File: src/operand_decoder_consts.vh
// operand field decoder constants: field positions, codes, bus offsets
// assumes inclusion by bare name from the decoder design files
`ifndef OPERAND_DECODER_CONSTS_VH
`define OPERAND_DECODER_CONSTS_VH

// address-mode byte fields
`define AM_MOD_HI       7
`define AM_MOD_LO       6
`define AM_MID_HI       5
`define AM_MID_LO       3
`define AM_LOW_HI       2
`define AM_LOW_LO       0

// fields register positions
`define FLD_AM_HI       7
`define FLD_AM_LO       0
`define FLD_SIB_HI      15
`define FLD_SIB_LO      8
`define FLD_OPSEL_HI    18
`define FLD_OPSEL_LO    16
`define FLD_SEG_HI      21
`define FLD_SEG_LO      19

// scale-index-base byte fields
`define SIB_BASE_HI     2
`define SIB_BASE_LO     0
`define SIB_IDX_HI      5
`define SIB_IDX_LO      3

// mode field codes
`define MOD_NO_DISP     2'h0
`define MOD_DISP8       2'h1
`define MOD_DISPFULL    2'h2
`define MOD_REGISTER    2'h3

// low field codes with special meaning
`define LOW_SIB_ESCAPE  3'h4
`define LOW_DIRECT16    3'h6

// segment codes (3-bit form; 2-bit form uses the low four)
`define SEG_EXTRA       3'h0
`define SEG_CODE        3'h1
`define SEG_STACK       3'h2
`define SEG_DATA        3'h3
`define SEG_EXTRA_F     3'h4
`define SEG_EXTRA_G     3'h5
`define SEG_RSVD_MIN    3'h6

// general registers
`define GR_BASE         3'h3
`define GR_BPTR         3'h5
`define GR_SRC          3'h6
`define GR_DST          3'h7
`define GR_NONE         3'h0

// displacement size codes
`define DISP_NONE       2'h0
`define DISP_8          2'h1
`define DISP_16         2'h2
`define DISP_32         2'h3

// register slice codes
`define SLICE_LOW8      2'h0
`define SLICE_HIGH8     2'h1
`define SLICE_16        2'h2
`define SLICE_32        2'h3

// selector source codes
`define SRC_OPCODE      2'h0
`define SRC_MID         2'h1
`define SRC_LOW         2'h2

// axi4-lite register byte offsets
`define REG_CTRL        8'h00
`define REG_FIELDS      8'h04
`define REG_RESULT      8'h08
`define REG_ADDRMODE    8'h0C

// control register bits
`define CTRL_SIZE_FLAG  0
`define CTRL_SIZE_PRES  1
`define CTRL_D_BIT      2
`define CTRL_LEGACY     3
`define CTRL_OPSZ_PFX   4
`define CTRL_ADSZ_PFX   5
`define CTRL_NO_AMBYTE  6
`define CTRL_MID_EXT    7
`define CTRL_SRC_LO     8
`define CTRL_SRC_HI     9

`define RESP_OKAY       2'h0
`define RESP_SLVERR     2'h2
`define CTRL_RESET      32'h0000_0000

`endif

File: src/register_slice_map.v
// one general register selector mapped to register number and slice
// assumes combinational use inside the operand decoder
`timescale 1ns/1ps
`include "operand_decoder_consts.vh"

module register_slice_map (
	// selector and width controls
	input  wire [2:0] sel_code,
	input  wire       size_present,
	input  wire       size_flag,
	input  wire       wide_op,
	// decoded register
	output reg  [2:0] reg_num,
	output reg  [1:0] reg_slice
);

	always @* begin
		reg_num = sel_code;
		reg_slice = wide_op ? `SLICE_32 : `SLICE_16;
		if (size_present && !size_flag) begin
			// byte form: upper codes reach high bytes of first four
			reg_num = {1'b0, sel_code[1:0]};
			reg_slice = sel_code[2] ? `SLICE_HIGH8 : `SLICE_LOW8;
		end
	end

endmodule

File: src/operand_field_decoder.v
// operand field decoder: turns opcode/address-mode fields into selections
// assumes an axi4-lite master loads the fields and reads the decode back
//
// Implementation choices: the AXI4-Lite interface to the registers and the register addresses.
`timescale 1ns/1ps
`include "operand_decoder_consts.vh"

module operand_field_decoder (
	// clock, enable, reset
	input  wire        core_clk,
	input  wire        clk_en,
	input  wire        nrst,
	// axi4-lite write address
	input  wire [7:0]  s_axi_awaddr,
	input  wire        s_axi_awvalid,
	output reg         s_axi_awready,
	// axi4-lite write data
	input  wire [31:0] s_axi_wdata,
	input  wire [3:0]  s_axi_wstrb,
	input  wire        s_axi_wvalid,
	output reg         s_axi_wready,
	// axi4-lite write response
	output reg  [1:0]  s_axi_bresp,
	output reg         s_axi_bvalid,
	input  wire        s_axi_bready,
	// axi4-lite read address
	input  wire [7:0]  s_axi_araddr,
	input  wire        s_axi_arvalid,
	output reg         s_axi_arready,
	// axi4-lite read data
	output reg  [31:0] s_axi_rdata,
	output reg  [1:0]  s_axi_rresp,
	output reg         s_axi_rvalid,
	input  wire        s_axi_rready
);

	// ---------------------------------------------------------------
	// software registers
	// ---------------------------------------------------------------
	reg  [31:0] ctrl_ff;
	reg  [31:0] fields_ff;
	reg  [31:0] result_ff;
	reg  [31:0] addrmode_ff;
	reg         aw_held_ff;
	reg         w_held_ff;
	reg  [7:0]  aw_addr_ff;
	reg  [31:0] w_data_ff;
	reg  [3:0]  w_strb_ff;

	// fields register: [7:0] address-mode byte, [15:8] sib byte,
	// [18:16] opcode selector, [21:19] three-bit segment code
	wire [7:0]  am_byte = fields_ff[`FLD_AM_HI:`FLD_AM_LO];
	wire [7:0]  sib_byte = fields_ff[`FLD_SIB_HI:`FLD_SIB_LO];
	wire [2:0]  op_sel = fields_ff[`FLD_OPSEL_HI:`FLD_OPSEL_LO];
	wire [2:0]  seg_code = fields_ff[`FLD_SEG_HI:`FLD_SEG_LO];
	wire [1:0]  am_mod = am_byte[`AM_MOD_HI:`AM_MOD_LO];
	wire [2:0]  am_mid = am_byte[`AM_MID_HI:`AM_MID_LO];
	wire [2:0]  am_low = am_byte[`AM_LOW_HI:`AM_LOW_LO];
	wire [1:0]  src_sel = ctrl_ff[`CTRL_SRC_HI:`CTRL_SRC_LO];

	// ---------------------------------------------------------------
	// combinational decode
	// ---------------------------------------------------------------
	// default width: legacy modes force 16, prefixes toggle
	wire        dflt_wide = ctrl_ff[`CTRL_D_BIT] & ~ctrl_ff[`CTRL_LEGACY];
	wire        wide_op = dflt_wide ^ ctrl_ff[`CTRL_OPSZ_PFX];
	wire        wide_addr = dflt_wide ^ ctrl_ff[`CTRL_ADSZ_PFX];
	wire        am_used = ~ctrl_ff[`CTRL_NO_AMBYTE];
	wire        mid_is_ext = ctrl_ff[`CTRL_MID_EXT];
	wire        mem_form = am_mod != `MOD_REGISTER;

	reg  [2:0]  sel_code;
	reg         sel_valid;
	reg  [2:0]  seg_sel;
	reg         seg_bad;
	reg         sib_follows;
	reg  [2:0]  base_a;
	reg  [2:0]  base_b;
	reg         base_a_ok;
	reg         base_b_ok;
	reg  [1:0]  disp_size;
	reg  [2:0]  dflt_seg;
	wire [2:0]  reg_num;
	wire [1:0]  reg_slice;

	always @* begin
		sel_code = op_sel;
		sel_valid = 1'b1;
		case (src_sel)
			`SRC_OPCODE: sel_code = op_sel;
			`SRC_MID: begin
				// an opcode extension in the middle field names no register
				sel_code = am_mid;
				sel_valid = am_used & ~mid_is_ext;
			end
			`SRC_LOW: begin
				sel_code = am_low;
				// low field names a register only in mode 11
				sel_valid = am_used & ~mem_form;
			end
			default: sel_valid = 1'b0;
		endcase
	end

	register_slice_map u_slice (
		.sel_code     (sel_code),
		.size_present (ctrl_ff[`CTRL_SIZE_PRES]),
		.size_flag    (ctrl_ff[`CTRL_SIZE_FLAG]),
		.wide_op      (wide_op),
		.reg_num      (reg_num),
		.reg_slice    (reg_slice)
	);

	// segment selection, reserved codes flagged
	// reserved codes fall back to the data segment so nothing downstream
	// sees an undefined selection; the invalid flag carries the fault
	always @* begin
		seg_sel = seg_code;
		seg_bad = seg_code >= `SEG_RSVD_MIN;
		if (seg_bad)
			seg_sel = `SEG_DATA;
	end

	always @* begin
		sib_follows = 1'b0;
		base_a = `GR_NONE;
		base_b = `GR_NONE;
		base_a_ok = 1'b0;
		base_b_ok = 1'b0;
		disp_size = `DISP_NONE;
		dflt_seg = `SEG_DATA;
		if (am_used && mem_form) begin
			if (wide_addr) begin
				// sib escape: index and base read from sib byte; scale bits unused
				sib_follows = am_low == `LOW_SIB_ESCAPE;
				base_a = sib_follows ? sib_byte[`SIB_BASE_HI:`SIB_BASE_LO] : am_low;
				base_a_ok = 1'b1;
				base_b = sib_byte[`SIB_IDX_HI:`SIB_IDX_LO];
				base_b_ok = sib_follows & (sib_byte[`SIB_IDX_HI:`SIB_IDX_LO] != `LOW_SIB_ESCAPE);
				disp_size = (am_mod == `MOD_DISP8) ? `DISP_8 :
				            (am_mod == `MOD_DISPFULL) ? `DISP_32 : `DISP_NONE;
				// base pointer code with no displacement is a bare 32-bit offset
				if (am_mod == `MOD_NO_DISP && base_a == `GR_BPTR) begin
					base_a_ok = 1'b0;
					disp_size = `DISP_32;
				end
				if (base_a_ok && (base_a == `GR_BPTR || base_a == `LOW_SIB_ESCAPE))
					dflt_seg = `SEG_STACK;
			end else begin
				// 16-bit table: pairs then singles
				base_a_ok = 1'b1;
				base_b_ok = ~am_low[2];
				case (am_low)
					3'h0, 3'h1: base_a = `GR_BASE;
					3'h2, 3'h3: base_a = `GR_BPTR;
					3'h4: base_a = `GR_SRC;
					3'h5: base_a = `GR_DST;
					3'h6: base_a = `GR_BPTR;
					default: base_a = `GR_BASE;
				endcase
				base_b = am_low[0] ? `GR_DST : `GR_SRC;
				disp_size = (am_mod == `MOD_DISP8) ? `DISP_8 :
				            (am_mod == `MOD_DISPFULL) ? `DISP_16 : `DISP_NONE;
				if (am_mod == `MOD_NO_DISP && am_low == `LOW_DIRECT16) begin
					base_a_ok = 1'b0;
					disp_size = `DISP_16;
				end
				if (base_a_ok && base_a == `GR_BPTR)
					dflt_seg = `SEG_STACK;
			end
		end
	end

	// ---------------------------------------------------------------
	// axi4-lite slave; one cycle from both halves taken to bvalid
	// ---------------------------------------------------------------
	wire        do_write = aw_held_ff & w_held_ff & ~s_axi_bvalid;
	wire [31:0] nxt_wmerge;
	reg  [31:0] wtarget;

	// merge base: the register that the held write is aimed at
	always @* begin
		case (aw_addr_ff)
			`REG_CTRL:   wtarget = ctrl_ff;
			default:     wtarget = fields_ff;
		endcase
	end

	// byte-lane merge, one lane per strobe bit
	genvar gi;
	generate
		for (gi = 0; gi < 4; gi = gi + 1) begin : g_lane
			assign nxt_wmerge[gi*8+7:gi*8] = w_strb_ff[gi] ? w_data_ff[gi*8+7:gi*8] : wtarget[gi*8+7:gi*8];
		end
	endgenerate

	// write channels and register update
	always @(posedge core_clk or negedge nrst) begin
		if (!nrst) begin
			s_axi_awready <= 1'b0;
			s_axi_wready <= 1'b0;
			s_axi_bvalid <= 1'b0;
			s_axi_bresp <= `RESP_OKAY;
			aw_held_ff <= 1'b0;
			w_held_ff <= 1'b0;
			aw_addr_ff <= 8'h00;
			w_data_ff <= 32'h0000_0000;
			w_strb_ff <= 4'h0;
			ctrl_ff <= `CTRL_RESET;
			fields_ff <= 32'h0000_0000;
		end else if (clk_en) begin
			// ready drops the cycle after a take so a held half is never
			// overwritten before its partner arrives
			s_axi_awready <= ~aw_held_ff & ~(s_axi_awvalid & s_axi_awready);
			s_axi_wready <= ~w_held_ff & ~(s_axi_wvalid & s_axi_wready);
			if (s_axi_awvalid && s_axi_awready) begin
				aw_held_ff <= 1'b1;
				aw_addr_ff <= s_axi_awaddr;
			end
			if (s_axi_wvalid && s_axi_wready) begin
				w_held_ff <= 1'b1;
				w_data_ff <= s_axi_wdata;
				w_strb_ff <= s_axi_wstrb;
			end
			if (do_write) begin
				aw_held_ff <= 1'b0;
				w_held_ff <= 1'b0;
				s_axi_bvalid <= 1'b1;
				s_axi_bresp <= `RESP_OKAY;
				if (aw_addr_ff == `REG_CTRL)
					ctrl_ff <= nxt_wmerge;
				else if (aw_addr_ff == `REG_FIELDS)
					fields_ff <= nxt_wmerge;
				else
					s_axi_bresp <= `RESP_SLVERR;
			end else if (s_axi_bvalid && s_axi_bready) begin
				s_axi_bvalid <= 1'b0;
			end
		end
	end

	// decode results registered so reads see a settled value
	// costs one cycle of lag after a write; software reads after bresp
	always @(posedge core_clk or negedge nrst) begin
		if (!nrst) begin
			result_ff <= 32'h0000_0000;
			addrmode_ff <= 32'h0000_0000;
		end else if (clk_en) begin
			result_ff <= {19'h00000, wide_addr, wide_op, seg_bad, seg_sel,
			              sel_valid, mem_form & am_used, reg_slice, reg_num};
			addrmode_ff <= {17'h00000, sib_follows, dflt_seg, disp_size,
			                base_b_ok, base_b, base_a_ok, base_a, am_used};
		end
	end

	// read channel: answer one cycle after address taken
	// address decoded at the take; rdata then stands until rready
	always @(posedge core_clk or negedge nrst) begin
		if (!nrst) begin
			s_axi_arready <= 1'b0;
			s_axi_rvalid <= 1'b0;
			s_axi_rdata <= 32'h0000_0000;
			s_axi_rresp <= `RESP_OKAY;
		end else if (clk_en) begin
			s_axi_arready <= ~s_axi_rvalid & ~(s_axi_arvalid & s_axi_arready);
			if (s_axi_arvalid && s_axi_arready) begin
				s_axi_rvalid <= 1'b1;
				s_axi_rresp <= `RESP_OKAY;
				case (s_axi_araddr)
					`REG_CTRL:     s_axi_rdata <= ctrl_ff;
					`REG_FIELDS:   s_axi_rdata <= fields_ff;
					`REG_RESULT:   s_axi_rdata <= result_ff;
					`REG_ADDRMODE: s_axi_rdata <= addrmode_ff;
					default: begin
						s_axi_rdata <= 32'h0000_0000;
						s_axi_rresp <= `RESP_SLVERR;
					end
				endcase
			end else if (s_axi_rvalid && s_axi_rready) begin
				s_axi_rvalid <= 1'b0;
			end
		end
	end

endmodule

File: config.mk
export PLATFORM = sky130hd
export DESIGN_NAME = operand_field_decoder
export DESIGN_NICKNAME = d
export VERILOG_FILES = /design/src/register_slice_map.v /design/src/operand_field_decoder.v
export VERILOG_INCLUDE_DIRS = /design/src /design/src/src
export SDC_FILE = /design/constraint.sdc
export NUM_CORES = 1
export LEC_CHECK = 0
export BUFFER_PORTS_ARGS = -buffer_cell sky130_fd_sc_hd__buf_2
export CORE_ASPECT_RATIO = 1.25
export CORE_MARGIN = 5
export CORE_UTILIZATION = 35
export DETAILED_ROUTE_END_ITERATION = 7
export PLACE_DENSITY = 0.57
export SKIP_CTS_REPAIR_TIMING = 1
export SYNTH_ARGS = -nofsm -noshare
export SYNTH_HDL_FRONTEND = slang
export SYNTH_HIERARCHICAL = 1
export SYNTH_SLANG_ARGS = --single-unit
export TNS_END_PERCENT = 100
File: constraint.sdc
create_clock -name core_clk -period 3 [get_ports core_clk]
set_input_delay 0.6 -clock core_clk [delete_from_list [all_inputs] [get_ports core_clk]]
set_output_delay 0.6 -clock core_clk [all_outputs]
set_load 0.01 [all_outputs]
==> results of run 1 <==
[cell type report]
cell class	instances	area, µm²	area share (%)
clock inverter	13	141	1.56
timing repair buffer	108	597	6.57
multi-input combinational	335	3060	33.7
sequential	176	4400	48.5
clock buffer	18	429	4.73
tap	279	349	3.85
inverter	25	93.8	1.03
[logic make-up after synthesis]
family          after synthesis
mux                         156
fa+ha+maj                     8
buf+inv                      54
xor+xnor                      3
simple gates                 79
flops                       176
other cells                   1
compound gates               87
[power groups by stage]
stage | logic, mW | registers [mW] | clock network [mW]
2_1_floorplan | 0.752 | 3.16 | 0
3_3_place_gp | 0.998 | 3.27 | 0
3_5_place_dp | 1.04 | 3.30 | 0
4_1_cts | 1.04 | 3.26 | 2.21
5_1_grt | 1.13 | 3.31 | 2.32
6_report | 1.02 | 3.25 | 2.15
[per-layer routing]
metal	wire length [µm]	share of wire [%]	GRT usage, %	vias up
li1	-	-	-	2215
met5	18	0.10	0	-
met1	7430	42	18.3	2463
met2	9180	52	24.8	104
met4	204	1.2	4.28	2
met3	734	4.2	3.76	18
[worst max-delay path: cells and delay by family, from the launching register on]
family,cells,cell delay [ns]
flops,1,0.37
mux,1,0.33
simple gates,3,1.44
[worst min-delay path by stage]
stage,startpoint,end,slack (ns),depth (start not counted)
floorplan,nrst,addrmode_ff[0],0.30,0
global placement,addrmode_ff[12],addrmode_ff[12],0.45,1
detailed placement,addrmode_ff[12],addrmode_ff[12],0.45,1
CTS,nrst,w_data_ff[0],0.12,1
global route,nrst,w_data_ff[0],0.15,1
finish,nrst,w_data_ff[0],0.11,1
[placed cells by master (no fill, tap or decap), types with 3 or more instances in the layout]
| cell type | instances |
|---|---|
| a22oi_1 | 3 |
| nand2_4 | 8 |
| clkbuf_16 | 17 |
| a21oi_1 | 16 |
| buf_2 | 97 |
| buf_4 | 8 |
| inv_1 | 25 |
| o21ai_0 | 33 |
| or3_1 | 3 |
| nor2_1 | 8 |
| dfrtp_1 | 176 |
| mux2_2 | 116 |
| a22o_1 | 14 |
| mux2_1 | 5 |
| nand2_1 | 30 |
| mux4_2 | 13 |
| o22ai_1 | 7 |
| mux2i_1 | 21 |
| clkinvlp_4 | 6 |
| nand3_1 | 5 |
| ha_1 | 8 |
| nor2b_1 | 6 |
[per-stage QoR]
stage / cell area [µm²] / worst slack [ns] / util (%) / hold slack, ns / total power, mW
after floorplan: 7680 / 0.777 / - / 0.304 / 3.91
after global placement: 8510 / 0.502 / 39.5 / 0.451 / 4.27
after detailed placement: 8510 / 0.439 / 39.5 / 0.452 / 4.34
after CTS: 9080 / 0.720 / 42.1 / 0.123 / 6.51
after global routing: 9080 / 0.666 / 42.1 / 0.149 / 6.76
final: 9080 / 0.734 / 42.1 / 0.114 / 6.41
[sequential cells by signal, summed over array words and instances (netlist names)]
signal	flops
s_axi_rresp	1
addrmode_ff	14
w_data_ff	32
s_axi_rdata	32
s_axi_rvalid	1
s_axi_bresp	1
s_axi_wready	1
aw_addr_ff	8
aw_held_ff	1
s_axi_awready	1
w_strb_ff	4
ctrl_ff	32
w_held_ff	1
s_axi_bvalid	1
fields_ff	32
s_axi_arready	1
result_ff	13
==> out/results.txt, run 1 <==
Area share of and/or/nand/nor cells after synthesis - 6.40%
Cell with the most instances after synthesis - dfrtp_1
Largest family of logic cells by synthesized area - multiplexers
Synth top area cells - dfrtp_1 57%, mux2_2 17%, mux4_2 3.8%, mux2i_1 2.7%, o21ai_0 2.2%
Gr usage total - 14.6%
Maximum clock frequency - 441 MHz
Starting Density - 35.6%
Synth Area in Adders - 1.30%
Crit-path max cell delay - 0.66 ns
Cell Rows - 60
Mux cell area share after synthesis - 24.5%
Peak VDD IR - 0.000423 V
Via density per instance - 5.03
Comb pwr share - 15.9%
Cell count after synthesis - 564
Routability-driven placement congestion ratio - 0.794
Clk_skew - 0.00599 ns
Post-DRT Antenna Nets - 0
Clock share of power - 33.5%
Max-slew violation count - 0
Synthesis warning total - 6
Cell area after synthesis - 7680 µm²
Global-route wire length before repair - 28.5 mm
WS Path Type - flop to flop
Post-synth cell types - 50
Async S/R FF share, synth - 100%
Io pins - 101
Total number of vias - 4802
Crit-path slowest cell - nor4_4
Die span in y - 176 µm
Area fraction in compound gates after synthesis - 7.19%
Iter 0 DRT Violations - 257
Min Tclk post-route - 2.27 ns
Drt drc - 0
Top-area cell type share of the netlist area - 57.4%
Post-synth top flop - dfrtp_1
Antenna Diode Count - 0
Sw frac - 27.7%
Dpl hpwl - 12.8 mm
Clock Sinks - 176
Remaining Overflow, GRT - 0
Crit path DAT - 2.58 ns
Port bufs - 98
Slew headroom - 39.4%
Root Buffer - clkbuf_16
Flop pwr share - 50.6%
Share of layout cells above drive strength 1 - 42.8%
Least-Margin Pin Slew - 0.905 ns
Number of flops mapped to enable cells by yosys - 0
Commonest cells in the netlist - 176 x dfrtp_1, 116 x mux2_2, 33 x o21ai_0
CP required - 3.31 ns
NetSw - 1.78 mW
Max-cap violations - 0
Die Area - 25000 µm²
Leak - 4.40 nW
Internal - 4.64 mW
R2R depth - 4
Post-Synth XOR/XNOR Area - 0.342%
DRT Pass-1 Iters - 4
Largest fanout on the critical path - 8
Setup crit start - aw_addr_ff[5]
Seq cells post-synth - 176
RR Endpoint - ctrl_ff[0]
Cell-by-cell trace of the critical path - or4_4 > nor4_4 > nand2_4 > mux2_2
Worst Hold Class - input pin to async pin
Worst Setup EP - ctrl_ff[0]
Outcome - complete, no violations
RSZ-0062 raised after global routing - false
Cell Pwr Density - 706 nW/µm²
Setup crit end kind - flop
Worst-path clk slew - 0.07 ns
Reg2Reg Setup Slack - 0.73 ns
DR WL/cell - 18.4 µm
CTS tree - done
DP Cell Count - 923
Final Hold Viols - 0
Total CTS buffers - 17
CTS Buffer Depth - 2
Fin cells - 954
H-Tree Depth - 4
Post-synth top area cell - dfrtp_1
Filler Cell Count - 1991
Initial antenna violation count - 1
Final wirelength - 17.6 mm
Die Width - 142 µm
Area delta synth->final - 18.2%
Finish-stage setup viols - 0
Placeable Area - 21500 µm²
Final Cycle Share - 75.5%
Nets - 731
Startpoint Class - flop
Clk_lat worst skew - 0.43 ns
Post-Route Setup TNS - 0 ns
Syn_area_per_cell - 13.6 µm²
Largest net degree at the start of global routing - 65
Sequential-to-total area share from yosys stat - 57.4%
Reg-to-reg startpoint - aw_addr_ff[5]
Number of global-route vias before repair - 5308
Power figures use the tool's default switching activity.
==> run 2: changes to the inputs <==
--- a/config.mk
+++ b/config.mk
@@ -11,7 +11,7 @@
 export CORE_MARGIN = 5
 export CORE_UTILIZATION = 35
 export DETAILED_ROUTE_END_ITERATION = 7
-export PLACE_DENSITY = 0.57
+export PLACE_DENSITY = 0.59
 export SKIP_CTS_REPAIR_TIMING = 1
 export SYNTH_ARGS = -nofsm -noshare
 export SYNTH_HDL_FRONTEND = slang
==> constraint.sdc (replaced) <==
create_clock -name core_clk -period 2 [get_ports core_clk]
set_input_delay 0.4 -clock core_clk [delete_from_list [all_inputs] [get_ports core_clk]]
set_output_delay 0.4 -clock core_clk [all_outputs]
set_load 0.01 [all_outputs]
==> run 2 against run 1 <==
Against the previous run:
- sequential share of layout area fell by 1.0 points
- combinational power rose by 55%
- global-route usage increased by 0.28 points
- hold slack gained 0.075 ns
- flip-flop and latch count unchanged
- critical path type unchanged
- clock skew rose by 0.0056 ns
- clock power increased by 52%
- worst setup slack got worse by 0.70 ns
- via count rose by 1.6%
- non-clock buffer count grew 13
- largest power group unchanged
- register-to-register slack got worse by 0.70 ns
==> out/results.txt, run 2 (synthesized netlist as in run 1, its figures left out) <==
Min Hold Slack - 0.189 ns (+0.0752 ns)
Largest net degree at the start of global routing - 68 (+4.6%)
Share of layout cells above drive strength 1 - 44.4% (+1.6 points)
Die Area - 25000 µm² (unchanged)
Die Width - 142 µm (unchanged)
Seq. cell area - 4400 µm² (unchanged)
Hold Crit Depth - 2
Drt drc - 0 (unchanged)
Largest fanout on the critical path - 8 (unchanged)
RSZ-0062 raised after global routing - true
R2R depth - 5 (+1)
Outcome - complete, no violations
Most frequent cells in the layout - 176 x dfrtp_1, 116 x mux2_2, 97 x buf_2
Worst-path clk slew - 0.08 ns (about the same)
Final Cycle Share - 98.2% (+23 points)
Setup crit end kind - flop
Nets - 744 (+1.8%)
Max-cap violations - 0 (unchanged)
Clk_lat worst skew - 0.43 ns (about the same)
Least-Margin Pin Slew - 0.873 ns (-0.0329 ns)
Placed Area - 8650 µm² (+1.6%)
Startpoint Class - flop
Routability-driven placement congestion ratio - 0.865 (+8.9%)
Io pins - 101 (unchanged)
Initial antenna violation count - 1 (unchanged)
Post-DRT Antenna Nets - 0 (unchanged)
Die span in y - 176 µm (unchanged)
Global-route wire length before repair - 29.2 mm (+2.2%)
Via density per instance - 5.03 (about the same)
Total power draw - 9.71 mW (+51%)
Leak - 4.51 nW (+2.4%)
Total CTS buffers - 17 (unchanged)
Gr usage total - 14.9% (+0.28 points)
Clock Sinks - 176 (unchanged)
CTS tree - done
WS Path Type - flop to flop
Crit path DAT - 2.29 ns (-0.29 ns)
Min Tclk post-route - 1.96 ns (-0.301 ns)
H-Tree Depth - 4 (unchanged)
CTS Buffer Depth - 2 (unchanged)
Dpl hpwl - 13.1 mm (+1.9%)
Worst Hold Class - input pin to flop
Root Buffer - clkbuf_16
Remaining Overflow, GRT - 0 (unchanged)
Final Hold Viols - 0 (unchanged)
Finish-stage setup viols - 0 (unchanged)
Max-slew violation count - 0 (unchanged)
Final wirelength - 17.8 mm (+1.4%)
Starting Density - 35.6% (unchanged)
Iter 0 DRT Violations - 211 (-18%)
DRT Pass-1 Iters - 5 (+1)
Placeable Area - 21500 µm² (unchanged)
Port bufs - 98 (unchanged)
CP required - 2.32 ns (-0.99 ns)
Design Area, Final - 9270 µm² (+2.2%)
Slew headroom - 41.6% (+2.2 points)
Area of the multi-input gates - 3080 µm² (+0.65%)
Total number of vias - 4878 (+1.6%)
Clk_skew - 0.0116 ns (+0.00560 ns)
Cell Pwr Density - 1050 nW/µm² (+48%)
Peak VDD IR - 0.000580 V (+37%)
DR WL/cell - 18.4 µm (-0.12%)
Cell Rows - 60 (unchanged)
Most common cell after layout, fill and taps aside - dfrtp_1
Filler Cell Count - 1969 (-1.1%)
Number of global-route vias before repair - 5415 (+2.0%)
End-of-flow core utilization - 43.0% (+0.91 points)
Area delta synth->final - 20.8%
Maximum clock frequency - 509 MHz (+15%)
## run 2: changes by cell type in the layout (fill, tap and decap cells not counted), sizes merged
cell,before,now
clkbuf,18,17
buf,108,120
dlygate4sd3,0,1
bufinv,2,0
diode,0,1
inv,26,33
clkinv,4,6
clkinvlp,6,1
## run 2: final timing paths
kind / from / to / slack, ns
worst max-delay path: aw_addr_ff[5] / fields_ff[30] / 0.04
worst min-delay path: s_axi_wdata[26] / w_data_ff[26] / 0.19
worst max register to register: aw_addr_ff[5] / fields_ff[30] / 0.04
worst min register to register: addrmode_ff[12] / addrmode_ff[12] / 0.48
max in group asynchronous: nrst / ctrl_ff[25] / 0.85
min in group asynchronous: nrst / fields_ff[5] / 0.52
## run 2: worst max-delay path, stage by stage (launching register included)
cell	delay, ns
dfrtp_1	0.38
or4_4	0.58
nor4_4	0.28
buf_12	0.18
nand2_4	0.10
mux2_1	0.33
## run 2: stage by stage
stage               setup slack, ns  std cells  setup TNS (ns)
floorplan                   -0.0328        565          -0.162
global route                -0.0223        968         -0.0558
global placement             0.0591        935               0
finish                       0.0356        969               0
detailed placement           0.0323        935               0
CTS                        -0.00408        967        -0.00408
## run 2: area by class of cell
cell class / count / area share (%)
flip-flops and latches: 176 / 47.5
repair buffers: 121 / 8.05
inverters: 25 / 1.01
clock buffers: 17 / 4.59
clock inverters: 15 / 1.82
multi-input cells: 335 / 33.2
well taps: 279 / 3.76
diodes: 1 / 0.0270
## run 2: metal layers
metal / vias to the layer above / wire length, µm / global-route usage, %
li1: 2249 / - / -
met1: 2442 / 7540 / 18.9
met2: 147 / 8960 / 25.0
met3: 38 / 946 / 3.62
met4: 2 / 366 / 4.52
met5: - / 13 / 0
## run 2: power by group
part / total [mW] / switching [mW] / internal, mW
clock network: 3.27 / 1.58 / 1.68
logic: 1.58 / 0.682 / 0.898
registers: 4.87 / 0.600 / 4.27
==> run 3: changes to the inputs <==
--- a/config.mk
+++ b/config.mk
@@ -8,13 +8,11 @@
 export LEC_CHECK = 0
 export BUFFER_PORTS_ARGS = -buffer_cell sky130_fd_sc_hd__buf_2
 export CORE_ASPECT_RATIO = 1.25
-export CORE_MARGIN = 5
 export CORE_UTILIZATION = 35
 export DETAILED_ROUTE_END_ITERATION = 7
 export PLACE_DENSITY = 0.59
 export SKIP_CTS_REPAIR_TIMING = 1
 export SYNTH_ARGS = -nofsm -noshare
 export SYNTH_HDL_FRONTEND = slang
-export SYNTH_HIERARCHICAL = 1
 export SYNTH_SLANG_ARGS = --single-unit
 export TNS_END_PERCENT = 100
==> run 3 against run 2 <==
Against the previous run:
- synthesized cell count down 2.1%
- final cell count decreased by 0.52%
- core utilization rose by 1.1 points
- first-iteration DRC count up 5.2%
- routed wire length fell by 2.6%
- non-clock buffer count up 8
- largest power group unchanged
- highest routed layer is now met4
==> out/results.txt, run 3 <==
Area of the multi-input gates - 3070 µm² (-0.32%)
Max-slew violation count - 0 (unchanged)
Seq cells post-synth - 176 (unchanged)
Cell area after synthesis - 7600 µm² (-0.96%)
Cell with the most instances after synthesis - dfrtp_1
CTS Buffer Depth - 2 (unchanged)
DR WL/cell - 18.0 µm (-2.1%)
Total number of vias - 4828 (-1.0%)
Cell Rows - 59 (-1.7%)
Largest fanout on the critical path - 8 (unchanged)
Slew headroom - 65.1% (+23 points)
Post-DRT Antenna Nets - 0 (unchanged)
Die Area - 22300 µm² (-11%)
Iter 0 DRT Violations - 222 (+5.2%)
Io pins - 101 (unchanged)
Filler Cell Count - 1967 (-0.10%)
Final wirelength - 17.4 mm (-2.6%)
Peak VDD IR - 0.000646 V (+11%)
Sequential-to-total area share from yosys stat - 57.9% (+0.56 points)
Cell Pwr Density - 1060 nW/µm² (+1.5%)
Synthesis warning total - 0 (-6)
Global-route wire length before repair - 28.4 mm (-2.7%)
Die span in y - 167 µm (-5.0%)
Dpl hpwl - 12.8 mm (-2.2%)
Post-synth top flop - dfrtp_1
Worst-path clk slew - 0.07 ns (about the same)
RSZ-0062 raised after global routing - true
Clk_lat worst skew - 0.43 ns (about the same)
Async S/R FF share, synth - 100% (unchanged)
Clock Sinks - 176 (unchanged)
Crit path DAT - 2.27 ns (-0.02 ns)
Worst Hold Class - input pin to flop
Max-cap violations - 0 (unchanged)
Starting Density - 36.1% (+0.51 points)
Routability-driven placement congestion ratio - 0.830 (-4.1%)
Startpoint Class - flop
Min Tclk post-route - 1.97 ns (+0.00663 ns)
Min Hold Slack - 0.195 ns (+0.00643 ns)
Finish-stage setup viols - 0 (unchanged)
Commonest cells in the netlist - 176 x dfrtp_1, 111 x mux2_2, 31 x nand2_1
Maximum clock frequency - 507 MHz (-0.34%)
Final Hold Viols - 0 (unchanged)
Most common cell after layout, fill and taps aside - dfrtp_1
Number of flops mapped to enable cells by yosys - 0 (unchanged)
Final Cycle Share - 98.6% (+0.33 points)
H-Tree Depth - 4 (unchanged)
Share of layout cells above drive strength 1 - 44.0% (-0.44 points)
Clk_skew - 0.0144 ns (+0.00283 ns)
Drt drc - 0 (unchanged)
WS Path Type - flop to flop
Initial antenna violation count - 1 (unchanged)
Nets - 744 (unchanged)
Remaining Overflow, GRT - 0 (unchanged)
Cell count after synthesis - 552 (-2.1%)
Post-Route Setup TNS - 0 ns (unchanged)
Placed Area - 8650 µm² (about the same)
Post-synth top area cell - dfrtp_1
Gr usage total - 16.6% (+1.7 points)
Least-Margin Pin Slew - 0.524 ns (-0.349 ns)
Synth top area cells - dfrtp_1 58%, mux2_2 16%, mux4_2 3.8%, mux2i_1 3.0%, o21ai_0 1.8%
Placeable Area - 21000 µm² (-2.4%)
Area delta synth->final - 22.3%
Design Area, Final - 9300 µm² (+0.26%)
Most frequent cells in the layout - 176 x dfrtp_1, 111 x mux2_2, 97 x buf_2
CTS tree - done
Syn_area_per_cell - 13.8 µm² (+1.2%)
Total CTS buffers - 17 (unchanged)
Root Buffer - clkbuf_16
Largest net degree at the start of global routing - 51 (-25%)
Via density per instance - 5.01 (-0.51%)
Leak - 4.49 nW (-0.35%)
Port bufs - 98 (unchanged)
Seq. cell area - 4400 µm² (unchanged)
DRT Pass-1 Iters - 5 (unchanged)
Top-area cell type share of the netlist area - 57.9% (+0.56 points)
Die Width - 134 µm (-6.1%)
Number of global-route vias before repair - 5161 (-4.7%)
Post-synth cell types - 52 (+4.0%)
Outcome - complete, no violations
Setup crit end kind - flop
CP required - 2.30 ns (-0.02 ns)
[run 3: stage by stage]
step                      utilization, %  total power, mW  std cells  setup WS [ns]
final                               44.2             9.88        964         0.0290
after global routing                44.2             10.4        963        -0.0294
after CTS                           44.0             9.99        962         0.0224
after detailed placement            41.1             6.55        930         0.0317
after global placement              41.1             6.46        930         0.0661
after floorplan                        -             5.82        553        -0.0328
[run 3: path summary, 6_finish.rpt]
check,start,end,slack (ns),depth (start not counted)
worst max-delay path,aw_addr_ff[5],fields_ff[29],0.03,5
worst min-delay path,s_axi_wdata[25],w_data_ff[25],0.20,2
worst max register to register,aw_addr_ff[5],fields_ff[29],0.03,5
worst min register to register,result_ff[6],result_ff[6],0.48,2
max in group asynchronous,nrst,fields_ff[22],0.88,3
min in group asynchronous,nrst,s_axi_rdata[1],0.48,2
[run 3: routing by layer]
layer  global-route usage, %  wire length [µm]  up-vias
li1                        -                 -     2250
met1                    21.8              7690     2451
met2                    27.3              8710      116
met3                    4.08               788       11
met4                    4.15               170        0
met5                       0                 0        -
[run 3: power breakdown]
part | switching [mW] | total (mW) | internal [mW]
combinational | 0.680 | 1.57 | 0.893
sequential | 0.634 | 4.90 | 4.26
clock | 1.49 | 3.41 | 1.92
total | 2.80 | 9.88 | 7.08
[run 3: critical path, stage by stage, from the launching register on]
cell and delay (ns):
dfrtp_1 0.38, or4_4 0.58, nor4_4 0.29, buf_12 0.18, nand2_4 0.10, mux2_1 0.33
[run 3: cell type report]
class,count,area share [%]
Multi-Input combinational cell,336,33.1
Inverter,16,0.646
Tap cell,274,3.69
Clock buffer,19,4.76
Clock inverter,13,1.78
Sequential cell,176,47.4
Antenna cell,1,0.0269
Timing Repair Buffer,129,8.68
[run 3: logic make-up (layout without fill, tap and decap cells)]
group | Yosys count | count (layout) | synth area share (%)
multiplexers | 152 | 152 | 24.1
other | 1 | 3 | 0.0493
AO/OA/AOI/OAI | 88 | 88 | 7.77
flip-flops | 176 | 176 | 57.9
adder cells (fa/ha/maj) | 8 | 8 | 1.32
buffers and inverters | 41 | 177 | 2.17
XOR/XNOR | 3 | 3 | 0.346
AND/OR/NAND/NOR | 83 | 83 | 6.38
